$ cat config.mk
export PLATFORM = sky130hd
export DESIGN_NAME = ulpi_disconnect_irq_debug_regs
export DESIGN_NICKNAME = d
export VERILOG_FILES = /design/src/core/ulpi_tail_regs_pkg.sv /design/src/core/input_sync.sv /design/src/core/ulpi_disconnect_irq_debug_regs.sv
export SDC_FILE = /design/constraint.sdc
export NUM_CORES = 1
export LEC_CHECK = 0
export ABC_AREA = 1
export BUFFER_PORTS_ARGS = -buffer_cell sky130_fd_sc_hd__clkbuf_2
export CORE_MARGIN = 1.5
export CORE_UTILIZATION = 39
export DETAILED_ROUTE_END_ITERATION = 12
export GPL_TIMING_DRIVEN = 0
export HOLD_SLACK_MARGIN = 0.06
export SLEW_MARGIN = 20
export SYNTH_ARGS = -nofsm -noshare
export SYNTH_HDL_FRONTEND = slang
export SYNTH_HIERARCHICAL = 1
export SYNTH_SLANG_ARGS = --single-unit
$ cat constraint.sdc
create_clock -name sys_clk -period 2.1 [get_ports sys_clk]
set_input_delay 0.315 -clock sys_clk [delete_from_list [all_inputs] [get_ports sys_clk]]
set_output_delay 0.315 -clock sys_clk [all_outputs]
set_load 0.02 [all_outputs]
$ cat src/core/ulpi_tail_regs_pkg.sv
// Package with the register map, field layout and link command codes
// Assumes a single 100 MHz system clock; link timing is edge-detected.
package ulpi_tail_regs_pkg;
    // Register addresses as seen on the link (6-bit address field)
    localparam logic [5:0] ADDR_OTG_CTRL = 6'h0A;
    localparam logic [5:0] ADDR_RISE_EN = 6'h0D;
    localparam logic [5:0] ADDR_FALL_EN = 6'h10;
    localparam logic [5:0] ADDR_STATUS = 6'h13;
    localparam logic [5:0] ADDR_LATCH = 6'h14;
    localparam logic [5:0] ADDR_DEBUG = 6'h15;
    localparam logic [5:0] ADDR_SCRATCH = 6'h16;

    // Alias modes, offset from each register's base address
    localparam logic [1:0] ALIAS_WRITE = 2'h0;
    localparam logic [1:0] ALIAS_SET = 2'h1;
    localparam logic [1:0] ALIAS_CLEAR = 2'h2;

    // Field positions
    localparam int OTG_DPLUS_BIT = 1;
    localparam int OTG_DMINUS_BIT = 2;
    localparam int DETACH_BIT = 0;

    // Implemented-bit masks
    localparam logic [7:0] OTG_MASK = 8'h06;
    localparam logic [7:0] DETACH_MASK = 8'h01;
    localparam logic [7:0] LEVEL_MASK = 8'h03;

    // Reset values
    localparam logic [7:0] OTG_RESET = 8'h06;
    localparam logic [7:0] RISE_EN_RESET = 8'h01;
    localparam logic [7:0] FALL_EN_RESET = 8'h01;
    localparam logic [7:0] LATCH_RESET = 8'h00;
    localparam logic [7:0] SCRATCH_RESET = 8'h00;

    // Link command codes in data[7:6]
    localparam logic [1:0] CMD_REG_WRITE = 2'h2;
    localparam logic [1:0] CMD_REG_READ = 2'h3;

    // Synchroniser layout: link clock, stop, data, detach flag, line levels
    localparam int SYNC_WIDTH = 13;
    localparam int SY_CLK = 0;
    localparam int SY_STP = 1;
    localparam int SY_DATA = 2;
    localparam int SY_DETACH = 10;
    localparam int SY_LEVEL = 11;

    typedef enum logic [2:0] {
        LINK_IDLE = 3'b000,
        LINK_WR_DATA = 3'b001,
        LINK_WR_STOP = 3'b010,
        LINK_RD_TURN = 3'b011,
        LINK_RD_DATA = 3'b100,
        LINK_RD_END = 3'b101
    } link_state_t;
endpackage : ulpi_tail_regs_pkg

$ cat src/core/input_sync.sv
// Two-flop synchroniser plus one history stage for edge finding
// Assumes inputs are asynchronous to sys_clk.
`timescale 1ns/10ps
module input_sync #(
    parameter int WIDTH = 1
) (
    input wire logic sys_clk,
    input wire logic rst,
    input wire logic [WIDTH-1:0] asyncIn,
    output logic [WIDTH-1:0] level,
    output logic [WIDTH-1:0] levelPrev
);
    logic [WIDTH-1:0] meta_r;

    // First stage feeds only the second; third keeps history for edges
    always_ff @(posedge sys_clk or posedge rst) begin
        if (rst) begin
            meta_r <= '0;
            level <= '0;
            levelPrev <= '0;
        end else begin
            meta_r <= asyncIn;
            level <= meta_r;
            levelPrev <= level;
        end
    end
endmodule : input_sync

$ cat src/core/ulpi_disconnect_irq_debug_regs.sv
// Tail of the transceiver register bank reached over ULPI register access
// Assumes the link clock, link pins and analog flags are asynchronous inputs.
//
// Summary of operation
// - Enabled rising detach edge raises interrupt event
// - Detach events only while both pulldowns set
// - Enabled falling detach edge raises interrupt event
// - Enabled detach edge sets latch bit zero
// - Latch read returns contents then clears
// - Rising enable: write, set, clear aliases
// - Falling enable: write, set, clear aliases
// - Status byte read only, writes ignored
// - Debug byte shows line levels, rest zero
// - Debug byte at its address, read only
// - Eight-bit scratch byte resets to zero
// - Scratch aliases, no effect on anything else
// - Both pulldown enables reset to one
`timescale 1ns/10ps
module ulpi_disconnect_irq_debug_regs
    import ulpi_tail_regs_pkg::*;
(
    input wire logic sys_clk,
    input wire logic rst,
    input wire logic ulpiClk,
    input wire logic ulpiStp,
    input wire logic [7:0] ulpiDataIn,
    output logic [7:0] ulpiDataOut,
    output logic ulpiDataOe,
    output logic ulpiDir,
    output logic ulpiNxt,
    input wire logic hostDetach,
    input wire logic [1:0] busLineLevel,
    output logic dplusPulldownEnable,
    output logic dminusPulldownEnable,
    output logic irqEvent
);
    import ulpi_tail_regs_pkg::*;

    // Apply a write, set or clear alias to a byte
    function automatic logic [7:0] aliasUpdate(input logic [7:0] cur, input logic [7:0] wdata,
                                               input logic [1:0] mode);
        logic [7:0] res;
        res = cur;
        unique case (mode)
            ALIAS_WRITE: res = wdata;
            ALIAS_SET: res = cur | wdata;
            ALIAS_CLEAR: res = cur & ~wdata;
            default: res = cur;
        endcase
        return res;
    endfunction : aliasUpdate

    // True when addr falls in the three-address alias window at base
    function automatic logic inAlias(input logic [5:0] addr, input logic [5:0] base);
        return (addr >= base) && (addr <= base + 6'h02);
    endfunction : inAlias

    logic [SYNC_WIDTH-1:0] syLevel;
    logic [SYNC_WIDTH-1:0] syPrev;

    // Every outside input passes two flops before use
    input_sync #(.WIDTH(SYNC_WIDTH)) u_sync (
        .sys_clk(sys_clk),
        .rst(rst),
        .asyncIn({busLineLevel, hostDetach, ulpiDataIn, ulpiStp, ulpiClk}),
        .level(syLevel),
        .levelPrev(syPrev)
    );

    logic linkEdge;
    logic detachRise;
    logic detachFall;
    logic detachLevel;
    logic linkStp;
    logic [7:0] linkData;
    logic [1:0] lineLevel;

    // Edges found on the synchronised copies only
    assign linkEdge = syLevel[SY_CLK] & ~syPrev[SY_CLK];
    assign detachLevel = syLevel[SY_DETACH];
    assign detachRise = syLevel[SY_DETACH] & ~syPrev[SY_DETACH];
    assign detachFall = ~syLevel[SY_DETACH] & syPrev[SY_DETACH];
    assign linkStp = syLevel[SY_STP];
    assign linkData = syLevel[SY_DATA +: 8];
    assign lineLevel = syLevel[SY_LEVEL +: 2];

    link_state_t state_r, state_nxt;
    logic [5:0] addr_r, addr_nxt;
    logic [7:0] wdata_r, wdata_nxt;
    logic [7:0] otgCtrl_r, otgCtrl_nxt;
    logic [7:0] riseEn_r, riseEn_nxt;
    logic [7:0] fallEn_r, fallEn_nxt;
    logic [7:0] latch_r, latch_nxt;
    logic [7:0] scratch_r, scratch_nxt;
    logic [7:0] dataOut_r, dataOut_nxt;
    logic dataOe_r, dataOe_nxt;
    logic dir_r, dir_nxt;
    logic nxt_r, nxt_nxt;
    logic irq_r, irq_nxt;
    logic [7:0] readByte;
    logic [7:0] statusByte;
    logic [7:0] debugByte;
    logic hostMode;
    logic riseEvent;
    logic fallEvent;
    logic wrStrobe;
    logic latchRead;

    // Host mode and qualified detach events
    assign hostMode = otgCtrl_r[OTG_DPLUS_BIT] & otgCtrl_r[OTG_DMINUS_BIT];
    assign riseEvent = hostMode & detachRise & riseEn_r[DETACH_BIT];
    assign fallEvent = hostMode & detachFall & fallEn_r[DETACH_BIT];
    assign statusByte = {7'h00, detachLevel};
    assign debugByte = {6'h00, lineLevel} & LEVEL_MASK;

    // Read decode; unmapped addresses read as zero
    always_comb begin
        readByte = 8'h00;
        if (inAlias(addr_r, ADDR_OTG_CTRL)) begin
            readByte = otgCtrl_r;
        end else if (inAlias(addr_r, ADDR_RISE_EN)) begin
            readByte = riseEn_r;
        end else if (inAlias(addr_r, ADDR_FALL_EN)) begin
            readByte = fallEn_r;
        end else if (addr_r == ADDR_STATUS) begin
            readByte = statusByte;
        end else if (addr_r == ADDR_LATCH) begin
            readByte = latch_r;
        end else if (addr_r == ADDR_DEBUG) begin
            readByte = debugByte;
        end else if (inAlias(addr_r, ADDR_SCRATCH)) begin
            readByte = scratch_r;
        end
    end

    // Link sequencer: register write and read over the shared data bus
    always_comb begin
        state_nxt = state_r;
        addr_nxt = addr_r;
        wdata_nxt = wdata_r;
        dataOut_nxt = dataOut_r;
        dataOe_nxt = dataOe_r;
        dir_nxt = dir_r;
        nxt_nxt = nxt_r;
        wrStrobe = 1'b0;
        latchRead = 1'b0;
        if (linkEdge) begin
            unique case (state_r)
                LINK_IDLE: begin
                    if (linkData[7:6] == CMD_REG_WRITE) begin
                        addr_nxt = linkData[5:0];
                        nxt_nxt = 1'b1;
                        state_nxt = LINK_WR_DATA;
                    end else if (linkData[7:6] == CMD_REG_READ) begin
                        addr_nxt = linkData[5:0];
                        nxt_nxt = 1'b1;
                        state_nxt = LINK_RD_TURN;
                    end
                end
                LINK_WR_DATA: begin
                    // Stop here aborts the write without touching state
                    wdata_nxt = linkData;
                    nxt_nxt = 1'b0;
                    state_nxt = linkStp ? LINK_IDLE : LINK_WR_STOP;
                end
                LINK_WR_STOP: begin
                    if (linkStp) begin
                        wrStrobe = 1'b1;
                        state_nxt = LINK_IDLE;
                    end
                end
                LINK_RD_TURN: begin
                    // Turnaround cycle: take the bus but do not drive yet
                    nxt_nxt = 1'b0;
                    dir_nxt = 1'b1;
                    state_nxt = LINK_RD_DATA;
                end
                LINK_RD_DATA: begin
                    dataOut_nxt = readByte;
                    dataOe_nxt = 1'b1;
                    latchRead = (addr_r == ADDR_LATCH);
                    state_nxt = LINK_RD_END;
                end
                LINK_RD_END: begin
                    dataOe_nxt = 1'b0;
                    dir_nxt = 1'b0;
                    dataOut_nxt = 8'h00;
                    state_nxt = LINK_IDLE;
                end
                default: state_nxt = LINK_IDLE;
            endcase
        end
    end

    // Register updates; status, latch and debug ignore writes
    always_comb begin
        otgCtrl_nxt = otgCtrl_r;
        riseEn_nxt = riseEn_r;
        fallEn_nxt = fallEn_r;
        scratch_nxt = scratch_r;
        if (wrStrobe) begin
            if (inAlias(addr_r, ADDR_OTG_CTRL)) begin
                otgCtrl_nxt = aliasUpdate(otgCtrl_r, wdata_r, 2'(addr_r - ADDR_OTG_CTRL)) & OTG_MASK;
            end
            if (inAlias(addr_r, ADDR_RISE_EN)) begin
                riseEn_nxt = aliasUpdate(riseEn_r, wdata_r, 2'(addr_r - ADDR_RISE_EN))
                    & DETACH_MASK;
            end
            if (inAlias(addr_r, ADDR_FALL_EN)) begin
                fallEn_nxt = aliasUpdate(fallEn_r, wdata_r, 2'(addr_r - ADDR_FALL_EN))
                    & DETACH_MASK;
            end
            if (inAlias(addr_r, ADDR_SCRATCH)) begin
                scratch_nxt = aliasUpdate(scratch_r, wdata_r, 2'(addr_r - ADDR_SCRATCH));
            end
        end
        // A new event in the clearing read cycle survives the clear
        latch_nxt = (latchRead ? 8'h00 : latch_r)
            | {7'h00, riseEvent | fallEvent};
        irq_nxt = riseEvent | fallEvent;
    end

    // State and register flops
    always_ff @(posedge sys_clk or posedge rst) begin
        if (rst) begin
            state_r <= LINK_IDLE;
            addr_r <= 6'h00;
            wdata_r <= 8'h00;
            otgCtrl_r <= OTG_RESET;
            riseEn_r <= RISE_EN_RESET;
            fallEn_r <= FALL_EN_RESET;
            latch_r <= LATCH_RESET;
            scratch_r <= SCRATCH_RESET;
            dataOut_r <= 8'h00;
            dataOe_r <= 1'b0;
            dir_r <= 1'b0;
            nxt_r <= 1'b0;
            irq_r <= 1'b0;
        end else begin
            state_r <= state_nxt;
            addr_r <= addr_nxt;
            wdata_r <= wdata_nxt;
            otgCtrl_r <= otgCtrl_nxt;
            riseEn_r <= riseEn_nxt;
            fallEn_r <= fallEn_nxt;
            latch_r <= latch_nxt;
            scratch_r <= scratch_nxt;
            dataOut_r <= dataOut_nxt;
            dataOe_r <= dataOe_nxt;
            dir_r <= dir_nxt;
            nxt_r <= nxt_nxt;
            irq_r <= irq_nxt;
        end
    end

    // Outputs straight from flops
    assign ulpiDataOut = dataOut_r;
    assign ulpiDataOe = dataOe_r;
    assign ulpiDir = dir_r;
    assign ulpiNxt = nxt_r;
    assign dplusPulldownEnable = otgCtrl_r[OTG_DPLUS_BIT];
    assign dminusPulldownEnable = otgCtrl_r[OTG_DMINUS_BIT];
    assign irqEvent = irq_r;
endmodule : ulpi_disconnect_irq_debug_regs

# After elaboration in Yosys (flattened, before gate mapping)
# Cells that the tools add are included.
[classes]
n_addsub = 4
n_mul = 0
div_mod_pow = 0
magnitude_cmp = 8
eq_ne = 20
shifts = 0
muxes = 30
n_bitwise = 22
n_reduce_logical = 28
[op_table]
columns = ["op", "count"]
rows = [
  ["$mux W8", 8],
  ["$pmux W8 S3", 1],
  ["$reduce_and A3 Y1", 7],
  ["$eq A6 B5 Y1 const B", 3],
  ["$pmux W8 S2", 1],
  ["$pmux W3 S5", 1],
  ["$eq A2 B2 Y1 const B", 6],
  ["$ge A6 B4 Y1 const B", 2],
  ["$ge A6 B5 Y1 const B", 2],
  ["$le A6 B4 Y1 const B", 2],
  ["$le A6 B5 Y1 const B", 2],
  ["$mux W6", 2],
  ["$reduce_bool A3 Y1", 4],
  ["$and A1 B1 Y1", 10],
  ["$mux W3", 3],
  ["$pmux W3 S3", 1],
  ["$and A8 B8 Y8", 1],
  ["$eq A2 B1 Y1 const B", 4],
  ["$logic_not A2 Y1", 4],
  ["$not A8 Y8", 1],
  ["$or A8 B1 Y8", 1],
  ["$or A8 B8 Y8", 1],
  ["$reduce_bool A2 Y1", 4],
  ["$mux W1", 7],
  ["other kinds (18)", 34],
]
[totals]
regBits = 86
latch_bits = 0
ramBits = 0
rom_bits = 0
in_bits = 15
n_memories = 0

# Depth between registers and ports, before layout
[logic_depth]
word_depth = 10
ltp_mapped = 13

# Cells and area by module
# The synthesis kept the hierarchy.
[modules_own_cells]
columns = ["module", "n_inst", "cells_per_inst", "area_per_inst_um2", "seq_area_each_um2"]
rows = [
  ["ulpi_disconnect_irq_debug_regs", 1, 293, 2342.2, 1056.0],
  ["input_sync", 1, 40, 979.7, 975.9],
]

# Worst setup path after synthesis
# OpenSTA, ideal clock, no wires.
[synth_path]
path_kind = "register to register"
from = "register addr_r[1]"
to = "register dataOut_r[3] (netlist: ulpiDataOut[3])"
setup_ns = 0.076
t_arrival_ns = 1.532
setup_slack_ns = 0.491
stages_incl_launch_ff = 9
path_buffers = 0
path_cell_list = "dfrtp_1 > inv_1 > ha_1 > inv_1 > o21ai_0 > nand3_1 > nor2_1 > nand2_2 > o21ai_1"
[synth_between]
elab_chain_cells = 10
[synth_rtl]
columns = ["element", "line_no", "text"]
rows = [
  ["from (decl)", "ulpi_disconnect_irq_debug_regs.sv:88", "logic [5:0] addr_r, addr_nxt;"],
  ["from (signal assigned)", "ulpi_disconnect_irq_debug_regs.sv:241", "addr_r <= addr_nxt;"],
  ["$ge A6 B5 Y1 or $le A6 B5 Y1 (tied branches)", "ulpi_disconnect_irq_debug_regs.sv:55", "return (addr >= base) && (addr <= base + 6'h02);"],
  ["$logic_and A1 B1 Y1", "ulpi_disconnect_irq_debug_regs.sv:55", ""],
  ["$mux W8", "ulpi_disconnect_irq_debug_regs.sv:131", "end else if (inAlias(addr_r, ADDR_SCRATCH)) begin"],
  ["$mux W8", "ulpi_disconnect_irq_debug_regs.sv:129", "end else if (addr_r == ADDR_DEBUG) begin"],
  ["$mux W8", "ulpi_disconnect_irq_debug_regs.sv:127", "end else if (addr_r == ADDR_LATCH) begin"],
  ["$mux W8", "ulpi_disconnect_irq_debug_regs.sv:125", "end else if (addr_r == ADDR_STATUS) begin"],
  ["$mux W8", "ulpi_disconnect_irq_debug_regs.sv:123", "end else if (inAlias(addr_r, ADDR_FALL_EN)) begin"],
  ["$mux W8", "ulpi_disconnect_irq_debug_regs.sv:121", "end else if (inAlias(addr_r, ADDR_RISE_EN)) begin"],
  ["$mux W8 (*)", "ulpi_disconnect_irq_debug_regs.sv:119", "if (inAlias(addr_r, ADDR_OTG_CTRL)) begin"],
  ["$pmux W8 S2 (*)", "ulpi_disconnect_irq_debug_regs.sv:148", "unique case (state_r)"],
  ["to (signal assigned)", "ulpi_disconnect_irq_debug_regs.sv:248", "dataOut_r <= dataOut_nxt;"],
  ["to (decl)", "ulpi_disconnect_irq_debug_regs.sv:95", "logic [7:0] dataOut_r, dataOut_nxt;"],
]
# Mark *: on every way between the ends. The rest lies on a longest branch, timed or not.
# A chain may end at the register's enable or synchronous reset.

# Worst setup path in the final report
[layout_path]
from = "register addr_r[1]"
to = "register dataOut_r[5] (netlist: ulpiDataOut[5])"
# Same word-level chain as after synthesis.

==> flow_summary.rst <==
.. list-table::
   :header-rows: 1

   * - Metric
     - Value
   * - Fill cell instance count of the final layout
     - roughly 730
   * - Area enclosed by the die boundary
     - 0.00835 sq mm
   * - Highest Clock Rate
     - 0.543 GHz
   * - Final Skew
     - 0.0127 ns
   * - Tmin final
     - 1.84 ns
   * - Routed wirelength normalized by instance count
     - 12.1 microns
   * - Hold worst-path end
     - u_sync/meta_r[11]$_DFF_PP0_
   * - Yosys warns
     - 6
   * - Max-cap violation count
     - 0
   * - Type of element launching the critical path
     - register
   * - Initial DRT Pass Iterations
     - 5
   * - Final layout net count
     - ~390
   * - Area of the multi-input gates
     - 0.00105 sq mm
   * - Total detailed-routing wirelength
     - 5800 microns
   * - Class of the most critical hold timing path
     - in2reg
   * - Syn Nets
     - roughly 340
   * - Floorplan die height
     - 91.4 microns
   * - Clock latency at the later pin of the worst-skew pair
     - 0.35 ns
   * - ANT nets after route
     - 0
   * - Initial core utilization
     - 39.8%
   * - Post-Route Hold Slack
     - between 0.07 and 0.08 ns
   * - Power per Cell Area
     - about 1100 mW/mm^2
   * - Initial antenna violation count
     - 0
   * - Fraction of the cycle the final worst path needs
     - approximately 90%
   * - Clock net sink count
     - 70
   * - # diodes
     - 0
   * - Category of the worst setup path capture point
     - register
   * - DRC
     - 0
   * - Crit path required time
     - 2.38 ns
   * - Total CTS buffers
     - 9
   * - Worst flop-to-flop path startpoint
     - addr_r[1]$_DFFE_PP0P_
   * - Row Count
     - 32
   * - Hold path startpoint
     - busLineLevel[0]
   * - Total negative setup slack
     - 0 ns
   * - GP Congestion
     - approximately 0.88
   * - Count of buffers added by post-CTS timing repair for setup
     - 0
   * - Worst Tran Pin Value
     - 0.568 ns
   * - Crit Path Class
     - reg2reg
   * - Die boundary width
     - 91.4 microns
   * - FF/Latch Area
     - 0.00176 sq mm
   * - Endpoint of the lowest-slack register-to-register path
     - ulpiDataOut[5]$_DFFE_PP0P_
   * - CORE AREA
     - 0.00765 sq mm
   * - Worst vdd ir
     - 0.461 mV
   * - First-pass GRT wire length
     - between 10000 and 15000 microns
   * - Data arrival time of the worst path
     - 2.12 ns
   * - Port-buffer cells
     - 28
   * - Summed instance area of the synthesized netlist
     - 0.00305 sq mm
   * - Static leakage
     - 0.00178 uW
   * - Gate Count Post-Synth
     - 322
   * - Final Power
     - 4060 uW
   * - Normalized max-slew margin
     - 62.1%
   * - Setup repair after global routing missed its margin
     - no
   * - Area growth from synthesis to final layout
     - 20.3%
   * - Via count
     - 2214
   * - Fraction of layout instances using a drive strength above 1
     - 20.4%
   * - Crit-path max FO
     - 9
   * - Synthesized area per cell
     - 9.46 sq um
   * - Root Buffer
     - clkbuf_8
   * - Worst-path clk slew
     - 0.08 ns
   * - Grt total ovfl
     - 0
   * - Vias in the first global route
     - 2126
   * - HPWL Detailed
     - 4190 microns
   * - H-tree levels
     - 3
   * - Path depth of the worst reg2reg path
     - 8
   * - Number of violations reported at the end of detailed-routing iteration 0
     - 115
   * - Run status
     - finished, final reports clean
   * - Number of vias per cell after detailed routing
     - 4.61
   * - Maximum clock path buffer count
     - 2
   * - Top Ports
     - 29
   * - CTS tree
     - done
   * - All-layer global routing usage
     - 15.7%
   * - Number of slew-limit violations in the final report
     - 0
   * - Number of cells on the worst hold path
     - 1
   * - # setup viols final
     - 0
   * - Pin count of the biggest net entering global routing
     - 29
   * - Final hold viol count
     - 0
   * - R2r setup slk
     - ~0.26 ns
[power by group]
part / total, uW / leakage, uW / switching (uW) / internal [uW]
Combinational: 1180 / 0.000810 / 784 / 391
Clock: 1110 / 0.000103 / 520 / 587
Sequential: 1780 / 0.000872 / 213 / 1560
Total: 4060 / 0.00178 / 1520 / 2540
[cell usage in the layout, fill, tap and decap left out, drive strengths merged, types with 2 or more instances in the layout]
cell / instances
clkbuf: 40
nand4: 2
buf: 6
a2bb2oi: 2
inv: 50
dlygate4sd3: 11
nand3: 12
dfstp: 4
a31oi: 2
nor2: 31
nand2: 65
nor3: 9
o211ai: 6
a21oi: 8
dfrtp: 66
clkinv: 3
o21ai: 44
ha: 5
[layout make-up]
type / instances / area share [%]
Timing Repair Buffer: 40 / 7.58
Sequential cell: 70 / 47.9
Tap cell: 102 / 3.48
Inverter: 49 / 5.02
Buffer: 7 / 1.71
Multi-Input combinational cell: 196 / 28.6
Clock inverter: 6 / 1.88
Clock buffer: 10 / 3.76
[worst max-delay path: stages, from the launching register on]
cell and delay, ns:
dfrtp_1 0.45, inv_1 0.18, ha_1 0.28, inv_1 0.17, o21ai_2 0.24, nand3_1 0.09, nor2_1 0.14, nand2_2 0.11
o21ai_1 0.12
[sequential cells by signal, summed over array words and instances, names as in the netlist]
register / cells
u_sync/level: 13
state_r: 3
wdata_r: 8
latch_r: 1
addr_r: 6
u_sync/levelPrev: 2
ulpiNxt: 1
irqEvent: 1
otgCtrl_r: 2
scratch_r: 8
riseEn_r: 1
ulpiDir: 1
u_sync/meta_r: 13
ulpiDataOe: 1
ulpiDataOut: 8
fallEn_r: 1
[layer usage]
layer / GRT usage [%] / share of wire, %
met4: 8.98 / 1.3
met2: 24.4 / 46
met5: 0 / 0
met3: 2.76 / 4.1
met1: 20.6 / 49
[worst max-delay path by stage]
stage,to,cells past startpoint,startpoint,slack [ns]
after detailed placement,ulpiDataOut[5]$_DFFE_PP0P_,8,addr_r[1]$_DFFE_PP0P_,0.08
after global routing,scratch_r[3]$_DFFE_PP0P_,6,addr_r[1]$_DFFE_PP0P_,0.06
after global placement,ulpiDataOut[5]$_DFFE_PP0P_,8,addr_r[1]$_DFFE_PP0P_,0.11
final,ulpiDataOut[5]$_DFFE_PP0P_,8,addr_r[1]$_DFFE_PP0P_,0.26
after floorplan,ulpiDataOut[3]$_DFFE_PP0P_,8,addr_r[1]$_DFFE_PP0P_,0.49
after CTS,ulpiDataOut[5]$_DFFE_PP0P_,8,addr_r[1]$_DFFE_PP0P_,0.07
[through the flow]
step	utilization (%)	cell area [sq um]	setup WS, ns	std cells
2_1_floorplan	-	3050	0.491	322
3_3_place_gp	43.3	3310	0.110	452
3_5_place_dp	43.7	3340	0.0844	453
4_1_cts	47.8	3660	0.0712	480
5_1_grt	47.9	3660	0.0577	480
6_report	47.9	3660	0.257	480
[repair_timing]
action	CTS	global route
hold buffers	11	0
gates resized for setup	0	3
endpoints found under the setup margin	0	5
endpoints found under the hold margin	27	0
No activity file was read; power rests on OpenSTA's default activity.
